<file path="src/hw/lsc_pkg.sv">
// package of constants and carriers for the multiframe clock sync controller
package lsc_pkg;

  // ------------------------------------------------------------------------
  // device register offsets, reached over the device's serial port
  // ------------------------------------------------------------------------
  localparam logic [14:0] LSC_DEV_DUAL_SEL = 15'h0008;
  localparam logic [14:0] LSC_DEV_IRQ_EN_A = 15'h0021;
  localparam logic [14:0] LSC_DEV_IRQ_EN_B = 15'h0022;
  localparam logic [14:0] LSC_DEV_IRQ_ST_A = 15'h0025;
  localparam logic [14:0] LSC_DEV_IRQ_ST_B = 15'h0026;
  localparam logic [14:0] LSC_DEV_ERR_WIN = 15'h0034;
  localparam logic [14:0] LSC_DEV_SYNC_CTRL = 15'h003A;
  localparam logic [14:0] LSC_DEV_SYNC_STAT = 15'h003B;
  localparam logic [14:0] LSC_DEV_GSUBCLASS = 15'h0301;
  localparam logic [14:0] LSC_DEV_MF_DEL0 = 15'h0304;
  localparam logic [14:0] LSC_DEV_MF_DEL1 = 15'h0305;
  localparam logic [14:0] LSC_DEV_RBD0 = 15'h0306;
  localparam logic [14:0] LSC_DEV_RBD1 = 15'h0307;
  localparam logic [14:0] LSC_DEV_LSUBCLASS = 15'h0458;

  // ------------------------------------------------------------------------
  // device field values and bit positions
  // ------------------------------------------------------------------------
  localparam logic [7:0] LSC_DUAL_BOTH = 8'h03;
  localparam logic [3:0] LSC_MODE_ONESHOT = 4'h1;
  localparam logic [3:0] LSC_MODE_CONT = 4'h2;
  localparam logic [3:0] LSC_MODE_MONITOR = 4'h9;
  localparam logic [2:0] LSC_WIN_MAX = 3'h3;
  localparam int LSC_CTRL_ENABLE = 7;
  localparam int LSC_CTRL_ARM = 6;
  localparam int LSC_CTRL_CLRSTKY = 5;
  localparam int LSC_STAT_BUSY = 7;
  localparam int LSC_LSUB_LSB = 5;
  localparam logic [2:0] LSC_SUBCLASS0 = 3'h0;
  localparam logic [2:0] LSC_SUBCLASS1 = 3'h1;
  localparam logic [7:0] LSC_RBD_MAX = 8'h0A;
  localparam logic [2:0] LSC_OCTETS_PER_PCLK = 3'h4;

  // ------------------------------------------------------------------------
  // controller's own register map on the AHB-Lite side
  // ------------------------------------------------------------------------
  localparam logic [7:0] LSC_REG_CMD = 8'h00;
  localparam logic [7:0] LSC_REG_CFG = 8'h04;
  localparam logic [7:0] LSC_REG_DELAY = 8'h08;
  localparam logic [7:0] LSC_REG_STATUS = 8'h0C;
  localparam int LSC_CMD_START = 0;
  localparam int LSC_CMD_CLRSTKY = 1;
  localparam int LSC_CMD_IRQSVC = 2;
  localparam logic [31:0] LSC_CFG_RESET = 32'h0010_2101;
  localparam logic [15:0] LSC_DELAY_RESET = 16'h0000;

  // ------------------------------------------------------------------------
  // carriers
  // ------------------------------------------------------------------------
  typedef struct packed {
    logic [3:0] irq_b;
    logic [3:0] irq_a;
    logic [1:0] rsv2;
    logic [5:0] frames_k;
    logic rsv1;
    logic [2:0] octets_f;
    logic rsv0;
    logic [2:0] subclass;
    logic rsvw;
    logic [2:0] phase_tolerance;
    logic [3:0] align_mode_select;
  } lsc_cfg_t;

  typedef struct packed {
    logic write;
    logic [14:0] addr;
    logic [7:0] data;
  } lsc_spi_req_t;

endpackage : lsc_pkg

</file>
<file path="src/hw/lsc_sync_ctrl.sv">
// host controller that sets up and supervises multiframe clock alignment
`timescale 1ns/100ps
`default_nettype none

// Notes on behaviour
// - write 0x03 to dual select first
// - mode codes one-shot, continuous, one-shot-then-monitor
// - window codes 0 to 3 only
// - enable sync after mode and window
// - arm in one-shot for next edge
// - send a reference pulse in subclass 1
// - subclass 0 or 1 only, both fields
// - both duals synchronised together
// - transmitter always sends alignment sequence
// - same multiframe delay to both links
// - same variation to both buffer delays
module lsc_sync_ctrl #(
  parameter int unsigned SPI_DIV = 4,
  parameter int unsigned POLL_LIMIT = 255
) (
  input wire logic hclk,
  input wire logic hresetn,
  input wire logic hsel,
  input wire logic [31:0] haddr,
  input wire logic [1:0] htrans,
  input wire logic hwrite,
  input wire logic [2:0] hsize,
  input wire logic [31:0] hwdata,
  input wire logic hready,
  output logic [31:0] hrdata,
  output logic hreadyout,
  output logic hresp,
  output logic dev_sclk,
  output logic dev_cs_n,
  output logic dev_mosi,
  input wire logic dev_miso,
  output logic sysref_pulse,
  output logic tx_ilas_enable
);
  import lsc_pkg::*;

  typedef enum logic [2:0] {
    ST_IDLE = 3'b000,
    ST_ISSUE = 3'b001,
    ST_WAIT = 3'b010,
    ST_SYSREF = 3'b011,
    ST_POLL = 3'b100,
    ST_POLL_WAIT = 3'b101
  } lsc_state_t;

  typedef enum logic [1:0] {
    SEQ_START = 2'b00,
    SEQ_STICKY = 2'b01,
    SEQ_IRQ = 2'b10
  } lsc_seq_t;

  lsc_state_t state_q;
  lsc_seq_t seq_q;
  logic [3:0] step_q;
  lsc_cfg_t cfg_q;
  logic [7:0] min_delay_q;
  logic [7:0] variation_q;
  logic wr_pend_q;
  logic [7:0] wr_addr_q;
  logic [31:0] hrdata_q;
  logic done_q;
  logic err_q;
  logic timeout_q;
  logic enabled_q;
  logic sysref_q;
  logic [7:0] dev_status_q;
  logic [3:0] irq_a_q;
  logic [3:0] irq_b_q;
  logic [7:0] irq_byte_q;
  logic [7:0] poll_cnt_q;

  logic ahb_go;
  logic wr_cmd;
  logic cmd_start;
  logic cmd_sticky;
  logic cmd_irq;
  logic idle;
  logic cfg_ok;
  logic [2:0] frames_per_proc_cycle;
  logic [9:0] mf_product;
  logic [7:0] min_less_one;
  logic [7:0] multiframe_delay;
  logic [7:0] ctrl_base;
  lsc_spi_req_t op;
  logic op_last;
  logic spi_start;
  logic spi_done;
  logic [7:0] spi_rdata;
  logic lane_err_unreported;

  // ------------------------------------------------------------------------
  // AHB-Lite slave: zero wait states, read data registered at address phase
  // ------------------------------------------------------------------------
  assign ahb_go = hsel && hready && htrans[1];
  assign hreadyout = 1'b1;
  assign hresp = 1'b0;
  assign hrdata = hrdata_q;
  assign wr_cmd = wr_pend_q && (wr_addr_q == LSC_REG_CMD);
  assign idle = (state_q == ST_IDLE);
  assign cmd_start = wr_cmd && hwdata[LSC_CMD_START] && idle;
  assign cmd_sticky = wr_cmd && hwdata[LSC_CMD_CLRSTKY] && idle;
  assign cmd_irq = wr_cmd && hwdata[LSC_CMD_IRQSVC] && idle;

  always_ff @(posedge hclk or negedge hresetn) begin
    if (!hresetn) begin
      wr_pend_q <= 1'b0;
      wr_addr_q <= 8'h00;
    end else begin
      wr_pend_q <= ahb_go && hwrite;
      wr_addr_q <= haddr[7:0];
    end
  end

  // configuration is frozen while a sequence runs, so it cannot tear
  always_ff @(posedge hclk or negedge hresetn) begin
    if (!hresetn) begin
      cfg_q <= LSC_CFG_RESET;
      min_delay_q <= LSC_DELAY_RESET[7:0];
      variation_q <= LSC_DELAY_RESET[15:8];
    end else if (wr_pend_q && idle) begin
      if (wr_addr_q == LSC_REG_CFG) begin
        cfg_q <= hwdata;
      end
      if (wr_addr_q == LSC_REG_DELAY) begin
        min_delay_q <= hwdata[7:0];
        variation_q <= hwdata[15:8];
      end
    end
  end

  always_ff @(posedge hclk or negedge hresetn) begin
    if (!hresetn) begin
      hrdata_q <= 32'h0000_0000;
    end else if (ahb_go && !hwrite) begin
      case (haddr[7:0])
        LSC_REG_CFG: hrdata_q <= cfg_q;
        LSC_REG_DELAY: hrdata_q <= {13'h0000, frames_per_proc_cycle,
                                    variation_q, min_delay_q};
        LSC_REG_STATUS: hrdata_q <= {multiframe_delay, irq_b_q, irq_a_q,
                                     dev_status_q, 3'h0, lane_err_unreported,
                                     timeout_q, err_q, done_q, !idle};
        default: hrdata_q <= 32'h0000_0000;
      endcase
    end
  end

  // ------------------------------------------------------------------------
  // derived link settings
  // ------------------------------------------------------------------------
  always_comb begin
    case (cfg_q.octets_f)
      3'h1: frames_per_proc_cycle = LSC_OCTETS_PER_PCLK;
      3'h2: frames_per_proc_cycle = 3'h2;
      default: frames_per_proc_cycle = 3'h1;
    endcase
  end

  // K is a power of two, so the modulo is a mask of K-1
  assign min_less_one = (min_delay_q == 8'h00) ? 8'h00 : min_delay_q - 8'h01;
  assign mf_product = 10'(min_less_one * frames_per_proc_cycle);
  assign multiframe_delay = mf_product[7:0] &
                            {2'h0, cfg_q.frames_k - 6'h01};

  assign lane_err_unreported = (cfg_q.subclass == LSC_SUBCLASS0) &&
                               (cfg_q.octets_f == 3'h1);
  assign tx_ilas_enable = 1'b1;

  always_comb begin
    cfg_ok = 1'b1;
    if ((cfg_q.align_mode_select != LSC_MODE_ONESHOT) &&
        (cfg_q.align_mode_select != LSC_MODE_CONT) &&
        (cfg_q.align_mode_select != LSC_MODE_MONITOR)) begin
      cfg_ok = 1'b0;
    end
    if (cfg_q.phase_tolerance > LSC_WIN_MAX) begin
      cfg_ok = 1'b0;
    end
    if ((cfg_q.subclass != LSC_SUBCLASS0) &&
        (cfg_q.subclass != LSC_SUBCLASS1)) begin
      cfg_ok = 1'b0;
    end
    if ((cfg_q.octets_f != 3'h1) && (cfg_q.octets_f != 3'h2) &&
        (cfg_q.octets_f != 3'h4)) begin
      cfg_ok = 1'b0;
    end
    if ((cfg_q.frames_k != 6'h10) && (cfg_q.frames_k != 6'h20)) begin
      cfg_ok = 1'b0;
    end
    if (variation_q > LSC_RBD_MAX) begin
      cfg_ok = 1'b0;
    end
  end

  // ------------------------------------------------------------------------
  // device access sequences, one serial write or read per step
  // ------------------------------------------------------------------------
  assign ctrl_base = {4'h0, cfg_q.align_mode_select};

  always_comb begin
    op = '{write: 1'b1, addr: LSC_DEV_SYNC_STAT, data: 8'h00};
    op_last = 1'b0;
    case (seq_q)
      SEQ_START: begin
        case (step_q)
          4'h0: op = '{1'b1, LSC_DEV_DUAL_SEL, LSC_DUAL_BOTH};
          4'h1: op = '{1'b1, LSC_DEV_ERR_WIN,
                       {5'h00, cfg_q.phase_tolerance}};
          4'h2: op = '{1'b1, LSC_DEV_SYNC_CTRL, ctrl_base};
          4'h3: op = '{1'b1, LSC_DEV_GSUBCLASS,
                       {5'h00, cfg_q.subclass}};
          4'h4: op = '{1'b1, LSC_DEV_LSUBCLASS,
                       {cfg_q.subclass, 5'h00}};
          4'h5: op = '{1'b1, LSC_DEV_MF_DEL0, multiframe_delay};
          4'h6: op = '{1'b1, LSC_DEV_MF_DEL1, multiframe_delay};
          4'h7: op = '{1'b1, LSC_DEV_RBD0, variation_q};
          4'h8: op = '{1'b1, LSC_DEV_RBD1, variation_q};
          4'h9: op = '{1'b1, LSC_DEV_IRQ_EN_A, {4'h0, cfg_q.irq_a}};
          4'hA: op = '{1'b1, LSC_DEV_IRQ_EN_B, {4'h0, cfg_q.irq_b}};
          4'hB: begin
            op = '{1'b1, LSC_DEV_SYNC_CTRL,
                   ctrl_base | (8'h01 << LSC_CTRL_ENABLE)};
            // continuous mode needs no arming
            op_last = (cfg_q.align_mode_select == LSC_MODE_CONT);
          end
          default: begin
            // one-shot and monitor modes align on the first edge after arming
            op = '{1'b1, LSC_DEV_SYNC_CTRL,
                   ctrl_base | (8'h01 << LSC_CTRL_ENABLE) |
                   (8'h01 << LSC_CTRL_ARM)};
            op_last = 1'b1;
          end
        endcase
      end
      SEQ_STICKY: begin
        op = '{1'b1, LSC_DEV_SYNC_CTRL,
               ctrl_base | ({7'h00, enabled_q} << LSC_CTRL_ENABLE) |
               (8'h01 << LSC_CTRL_CLRSTKY)};
        op_last = 1'b1;
      end
      default: begin
        // read each status byte, then write the same ones back to clear
        case (step_q)
          4'h0: op = '{1'b0, LSC_DEV_IRQ_ST_A, 8'h00};
          4'h1: op = '{1'b1, LSC_DEV_IRQ_ST_A, irq_byte_q};
          4'h2: op = '{1'b0, LSC_DEV_IRQ_ST_B, 8'h00};
          default: begin
            op = '{1'b1, LSC_DEV_IRQ_ST_B, irq_byte_q};
            op_last = 1'b1;
          end
        endcase
      end
    endcase
    // a poll reads status whatever step the sequence ended on
    if (state_q == ST_POLL) begin
      op = '{1'b0, LSC_DEV_SYNC_STAT, 8'h00};
    end
  end

  // ------------------------------------------------------------------------
  // sequencer
  // ------------------------------------------------------------------------
  assign spi_start = (state_q == ST_ISSUE) || (state_q == ST_POLL);

  always_ff @(posedge hclk or negedge hresetn) begin
    if (!hresetn) begin
      state_q <= ST_IDLE;
      seq_q <= SEQ_START;
      step_q <= 4'h0;
      poll_cnt_q <= 8'h00;
    end else begin
      case (state_q)
        ST_IDLE: begin
          step_q <= 4'h0;
          poll_cnt_q <= 8'h00;
          if (cmd_start && cfg_ok) begin
            seq_q <= SEQ_START;
            state_q <= ST_ISSUE;
          end else if (cmd_sticky) begin
            seq_q <= SEQ_STICKY;
            state_q <= ST_ISSUE;
          end else if (cmd_irq) begin
            seq_q <= SEQ_IRQ;
            state_q <= ST_ISSUE;
          end
        end
        ST_ISSUE: state_q <= ST_WAIT;
        ST_WAIT: begin
          if (spi_done) begin
            step_q <= step_q + 4'h1;
            if (!op_last) begin
              state_q <= ST_ISSUE;
            end else if (seq_q != SEQ_START) begin
              state_q <= ST_IDLE;
            end else if (cfg_q.subclass == LSC_SUBCLASS1) begin
              state_q <= ST_SYSREF;
            end else begin
              state_q <= ST_POLL;
            end
          end
        end
        ST_SYSREF: state_q <= ST_POLL;
        ST_POLL: state_q <= ST_POLL_WAIT;
        ST_POLL_WAIT: begin
          if (spi_done) begin
            poll_cnt_q <= poll_cnt_q + 8'h01;
            if (spi_rdata[LSC_STAT_BUSY] &&
                (poll_cnt_q < 8'(POLL_LIMIT - 1))) begin
              state_q <= ST_POLL;
            end else begin
              state_q <= ST_IDLE;
            end
          end
        end
        default: state_q <= ST_IDLE;
      endcase
    end
  end

  always_ff @(posedge hclk or negedge hresetn) begin
    if (!hresetn) begin
      sysref_q <= 1'b0;
    end else begin
      sysref_q <= (state_q == ST_SYSREF);
    end
  end
  assign sysref_pulse = sysref_q;

  // ------------------------------------------------------------------------
  // status captured from the device
  // ------------------------------------------------------------------------
  always_ff @(posedge hclk or negedge hresetn) begin
    if (!hresetn) begin
      dev_status_q <= 8'h00;
      timeout_q <= 1'b0;
    end else if (cmd_start) begin
      timeout_q <= 1'b0;
    end else if ((state_q == ST_POLL_WAIT) && spi_done) begin
      // lock, rotation, window-limit and trip bits as the device reports them
      dev_status_q <= spi_rdata;
      timeout_q <= spi_rdata[LSC_STAT_BUSY] &&
                   (poll_cnt_q >= 8'(POLL_LIMIT - 1));
    end
  end

  always_ff @(posedge hclk or negedge hresetn) begin
    if (!hresetn) begin
      irq_byte_q <= 8'h00;
      irq_a_q <= 4'h0;
      irq_b_q <= 4'h0;
    end else if ((state_q == ST_WAIT) && spi_done && (seq_q == SEQ_IRQ)) begin
      if (step_q == 4'h0) begin
        irq_byte_q <= {4'h0, spi_rdata[3:0]};
        irq_a_q <= spi_rdata[3:0];
      end
      if (step_q == 4'h2) begin
        irq_byte_q <= {4'h0, spi_rdata[3:0]};
        irq_b_q <= spi_rdata[3:0];
      end
    end
  end

  always_ff @(posedge hclk or negedge hresetn) begin
    if (!hresetn) begin
      done_q <= 1'b0;
      err_q <= 1'b0;
    end else if (cmd_start) begin
      done_q <= 1'b0;
      err_q <= !cfg_ok;
    end else if ((state_q == ST_POLL_WAIT) && spi_done &&
                 (!spi_rdata[LSC_STAT_BUSY] ||
                  (poll_cnt_q >= 8'(POLL_LIMIT - 1)))) begin
      done_q <= 1'b1;
    end
  end

  always_ff @(posedge hclk or negedge hresetn) begin
    if (!hresetn) begin
      enabled_q <= 1'b0;
    end else if ((state_q == ST_WAIT) && spi_done && (seq_q == SEQ_START) &&
                 (step_q == 4'hB)) begin
      enabled_q <= 1'b1;
    end
  end

  lsc_spi_master #(
    .DIV(SPI_DIV)
  ) u_spi (
    .hclk(hclk),
    .hresetn(hresetn),
    .start(spi_start),
    .req(op),
    .busy(),
    .done(spi_done),
    .rdata(spi_rdata),
    .sclk(dev_sclk),
    .cs_n(dev_cs_n),
    .mosi(dev_mosi),
    .miso(dev_miso)
  );

endmodule : lsc_sync_ctrl

`default_nettype wire

</file>
<file path="src/hw/lsc_spi_master.sv">
// serial port master that moves one 24-bit device register access
`timescale 1ns/100ps
`default_nettype none

module lsc_spi_master #(
  parameter int unsigned DIV = 4
) (
  input wire logic hclk,
  input wire logic hresetn,
  input wire logic start,
  input wire lsc_pkg::lsc_spi_req_t req,
  output logic busy,
  output logic done,
  output logic [7:0] rdata,
  output logic sclk,
  output logic cs_n,
  output logic mosi,
  input wire logic miso
);
  import lsc_pkg::*;

  logic act_q;
  logic [23:0] sh_q;
  logic [7:0] rx_q;
  logic [4:0] cnt_q;
  logic [7:0] div_q;
  logic sclk_q;
  logic done_q;
  logic [7:0] rdata_q;
  logic tick;

  assign tick = act_q && (div_q == 8'(DIV - 1));
  assign busy = act_q;
  assign done = done_q;
  assign rdata = rdata_q;
  assign sclk = sclk_q;
  assign cs_n = !act_q;
  assign mosi = sh_q[23];

  // ------------------------------------------------------------------------
  // frame shifter: data out changes on falling, data in taken on rising
  // ------------------------------------------------------------------------
  always_ff @(posedge hclk or negedge hresetn) begin
    if (!hresetn) begin
      act_q <= 1'b0;
      sh_q <= 24'h00_0000;
      cnt_q <= 5'h00;
      sclk_q <= 1'b0;
    end else if (start && !act_q) begin
      act_q <= 1'b1;
      sh_q <= {!req.write, req.addr, req.data};
      cnt_q <= 5'h18;
      sclk_q <= 1'b0;
    end else if (tick) begin
      sclk_q <= !sclk_q;
      if (sclk_q) begin
        sh_q <= {sh_q[22:0], 1'b0};
        cnt_q <= cnt_q - 5'h01;
        if (cnt_q == 5'h01) begin
          act_q <= 1'b0;
        end
      end
    end
  end

  always_ff @(posedge hclk or negedge hresetn) begin
    if (!hresetn) begin
      div_q <= 8'h00;
    end else if (!act_q || tick) begin
      div_q <= 8'h00;
    end else begin
      div_q <= div_q + 8'h01;
    end
  end

  always_ff @(posedge hclk or negedge hresetn) begin
    if (!hresetn) begin
      rx_q <= 8'h00;
    end else if (tick && !sclk_q) begin
      rx_q <= {rx_q[6:0], miso};
    end
  end

  // last falling edge of the frame closes it and hands back the data byte
  always_ff @(posedge hclk or negedge hresetn) begin
    if (!hresetn) begin
      done_q <= 1'b0;
      rdata_q <= 8'h00;
    end else begin
      done_q <= tick && sclk_q && (cnt_q == 5'h01);
      if (tick && sclk_q && (cnt_q == 5'h01)) begin
        rdata_q <= rx_q;
      end
    end
  end

endmodule : lsc_spi_master

`default_nettype wire

</file>
<file path="config.mk">
export PLATFORM = sky130hd
export DESIGN_NAME = lsc_sync_ctrl
export DESIGN_NICKNAME = d
export VERILOG_FILES = /design/src/hw/lsc_pkg.sv /design/src/hw/lsc_sync_ctrl.sv /design/src/hw/lsc_spi_master.sv
export SDC_FILE = /design/constraint.sdc
export NUM_CORES = 1
export LEC_CHECK = 0
export BUFFER_PORTS_ARGS = -buffer_cell sky130_fd_sc_hd__buf_4
export CAP_MARGIN = 20
export CORE_UTILIZATION = 39
export CTS_BUF_LIST = sky130_fd_sc_hd__clkbuf_8
export CTS_CLUSTER_SIZE = 25
export DETAILED_ROUTE_END_ITERATION = 16
export PLACE_DENSITY = 0.68
export SLEW_MARGIN = 20
export SYNTH_ARGS = -nofsm -noshare
export SYNTH_HDL_FRONTEND = slang
export SYNTH_SLANG_ARGS = --single-unit
</file>
<file path="constraint.sdc">
create_clock -name hclk -period 3.38 [get_ports hclk]
set_input_delay 0.169 -clock hclk [delete_from_list [all_inputs] [get_ports hclk]]
set_output_delay 0.169 -clock hclk [all_outputs]
set_load 0.02 [all_outputs]
</file>
==> flow_summary.yaml <==
route:
  drt_pass1_iterations: 5
  drc_errors: 0
  wl_per_cell_microns: 18.2
  avgViaCountPerCell: 5.46
  routed_wl_microns: 24900
  antenna_left: 0
  drt_iter0_drc: 507
  vias: 7466
die:
  io_pins: 114
  die_area_sq_um: 24300
  die_x_microns: 156
  initial_utilization_pct: 40.3
  std_cell_rows: 55
  core_sq_um: 22900
  fp.dieH_microns: 156
setup_path:
  path_class: "flip-flop to flip-flop"
  rr_worst_depth: 16
  worstPathRequired_ns: 3.80
  crit_path_start_kind: "flip-flop"
  startpoint: "min_delay_q[0]"
  r2r_start: "min_delay_q[0]"
  cp.arrival_ns: 3.82
  worstSetupEndpointType: "flip-flop"
  path_max_fanout: 5
hold_path:
  hold_path.class: "input port to async pin"
finish:
  nets: 1138
  area_growth_pct: 22.1
  fin_cells: 1368
  n_antenna_cell: 0
  nFillCells: 2094
  layout-drive-gt1-share_pct: 25.7
logic_synthesis:
  ys_warn_count: 0
  synth_flop_cell: "dfrtp_1"
  async_reset_ff_share_pct: 100
  synth_area_leaders: "dfrtp_1, mux2_2, nand2_1, o21ai_0, a21oi_1"
  synth_area_sq_um: 9240
  yosys.area.top_type: "dfrtp_1"
  synth_top_area_share_pct: 49.6
  synth_cell_type_count: 64
  synth_edf_count: 0
  avgSynthCellArea_sq_um: 10.2
  ys_ff_latch: 187
  syn_inst: 903
  synth-seq-area-share_pct: 50.7
sta:
  worst_pin_slew_ns: 0.813
  slew_viol_final: 0
  relSlewSlack_pct: 45.4
  fin_crit_sh_pct: 101
  layout_min_cycle_time_ns: 3.40
  setup_viol: 2
  fin_skew_ns: 0.0177
  fin_ws_ns: -0.0239
  rsz0062_at_grt: "yes"
  finalHoldViolations: 0
  fmax_mhz: 294
global_route:
  grt_max_degree: 87
  grtUsageTotal_pct: 21.2
  antenna_found_initial: 0
  grt-ovfl-total: 0
  grt_pass1_wl_microns: 39600
  grt_pass1_vias: 7281
clock_network:
  clock_latency_ns: 0.49
  cts_root_buffer: "clkbuf_8"
  htreeDepth: 4
  cts.sinks: 187
  numCtsBuffers: 17
  cts_tree: "done"
  clockBufferDepth: 2
  clk_pin_slew_ns: 0.10
run_status:
  violations: "setup timing"
  outcome: "finished, violations left"
placement:
  placedCellCount: 1290
  gp_congestion: 0.890
  hpwlAfterDp_microns: 17400
  portBuffers: 82
power_and_ir_drop:
  p_leak_nw: 5.12
  p_total_w: 0.00422
  ir_drop_mv: 0.253
  p_per_area_nw_per_um2: 374
flow_run:
  cap_violations: 0
area by class of cell:
cell class / instances / area (sq um) / share of cell area (%)
inverters: 28 / 105 / 0.932
flip-flops and latches: 187 / 4680 / 41.5
clock buffers: 19 / 262 / 2.32
multi-input cells: 643 / 4330 / 38.4
well taps: 313 / 392 / 3.47
clock inverters: 13 / 138 / 1.22
repair buffers: 165 / 1370 / 12.1
stage by stage:
step	worst slack, ns	hold slack, ns	utilization, %	setup TNS [ns]	area, sq um
floorplan	0.0286	-0.127	-	0	9240
global placement	-0.0759	0.232	45.2	-0.143	10400
detailed placement	-0.121	0.242	45.2	-0.211	10400
CTS	-0.0180	0.261	49.1	-0.0221	11200
global route	-0.236	0.289	49.2	-0.604	11300
finish	-0.0239	0.277	49.2	-0.0418	11300
placed cells by master (no fill, tap or decap), types with 4 or more instances in the layout:
cell type,synthesis,layout
nor3_1,14,12
a22o_1,6,6
and3_1,5,5
nor2_1,74,73
nand2_1,119,118
clkbuf_8,0,20
buf_4,3,119
nor2b_1,8,8
dfstp_2,4,4
inv_1,27,27
xor2_1,18,18
xnor2_1,15,14
a211oi_1,4,4
nand2b_1,11,11
dlygate4sd3_1,0,44
nor4_1,9,9
o22ai_1,5,5
a32oi_1,7,7
o32ai_1,4,4
a221oi_1,5,5
nand3_1,16,15
o21ai_0,61,58
nand4_1,8,8
a22oi_1,27,27
or2_2,4,4
a21oi_1,56,54
dfrtp_1,183,183
a31oi_1,5,5
mux2_2,90,90
ha_1,17,15
critical path: stages (launching register included):
cell     delay [ns]
dfrtp_1        0.40
inv_2          0.06
ha_1           0.13
or4b_4         0.47
and2b_4        0.32
nor3_2         0.07
nand2_1        0.10
fa_1           0.41
inv_1          0.08
ha_1           0.23
a21o_1         0.17
a21oi_2        0.12
xnor2_1        0.14
xnor2_1        0.10
xnor2_1        0.26
nand4_1        0.13
a21oi_1        0.16
metal layers:
metal  routed length (microns)  vias up  share of wire [%]  GRT usage (%)
li1                          -     3476                  -              -
met1                     11700     3702                 47           30.8
met2                     11200      255                 45           32.5
met3                      1540       33                6.2           3.31
met4                       411        0                1.7           6.54
met5                         0        -                  0              0
logic make-up (layout without fill, tap and decap cells):
| logic type | after synthesis | in the layout | synth area share [%] |
|---|---|---|---|
| flip-flops | 187 | 187 | 50.7 |
| XOR/XNOR | 33 | 33 | 3.13 |
| adder cells (fa/ha/maj) | 21 | 21 | 3.17 |
| other | 2 | 3 | 0.0813 |
| AO/OA/AOI/OAI | 200 | 200 | 13.5 |
| AND/OR/NAND/NOR | 294 | 294 | 15.0 |
| buffers and inverters | 74 | 225 | 3.16 |
| multiplexers | 92 | 92 | 11.2 |
cell usage after synthesis, drive strengths merged, types with 11 or more instances:
cell	number
a22oi	27
nor4	11
clkbuf	38
nor3	15
nand2b	11
xnor2	15
dfrtp	183
nor2	75
mux2	90
o21ai	61
nand3	17
nand2	119
a21oi	56
ha	17
inv	27
xor2	18
report_power, final:
group / switching, W / internal (W)
combinational: 0.000173 / 0.000175
clock: 0.000848 / 0.000700
sequential: 0.0000473 / 0.00228
sequential cells by signal (all words and copies together) (netlist names), 2 cells and up:
signal,cells
wr_addr_q,8
irq_byte_q,4
hrdata,32
u_spi.rdata,8
variation_q,8
step_q,4
state_q,3
cfg_q,32
irq_b_q,4
min_delay_q,8
u_spi.sh_q,24
u_spi.div_q,8
u_spi.rx_q,8
dev_status_q,8
poll_cnt_q,8
seq_q,2
irq_a_q,4
u_spi.cnt_q,5
what timing repair did:
action | 4_1_cts | 5_1_grt
setup buffers | 1 | 1
hold buffers | 44 | 0
pin swaps | 12 | 12
endpoints found under the hold margin | 129 | 0
endpoints found under the setup margin | 3 | 7
gates resized for setup | 12 | 8
path summary, 6_finish.rpt:
path                            slack, ns         endpoint
worst min-delay path                 0.28       u_spi.done
max in group asynchronous            2.20        cfg_q[20]
worst max register to register      -0.02    u_spi.sh_q[5]
worst min register to register       0.48  dev_status_q[5]
min in group hclk                    0.29       hrdata[30]
worst max-delay path                -0.02    u_spi.sh_q[5]
Power figures use the tool's default switching activity.
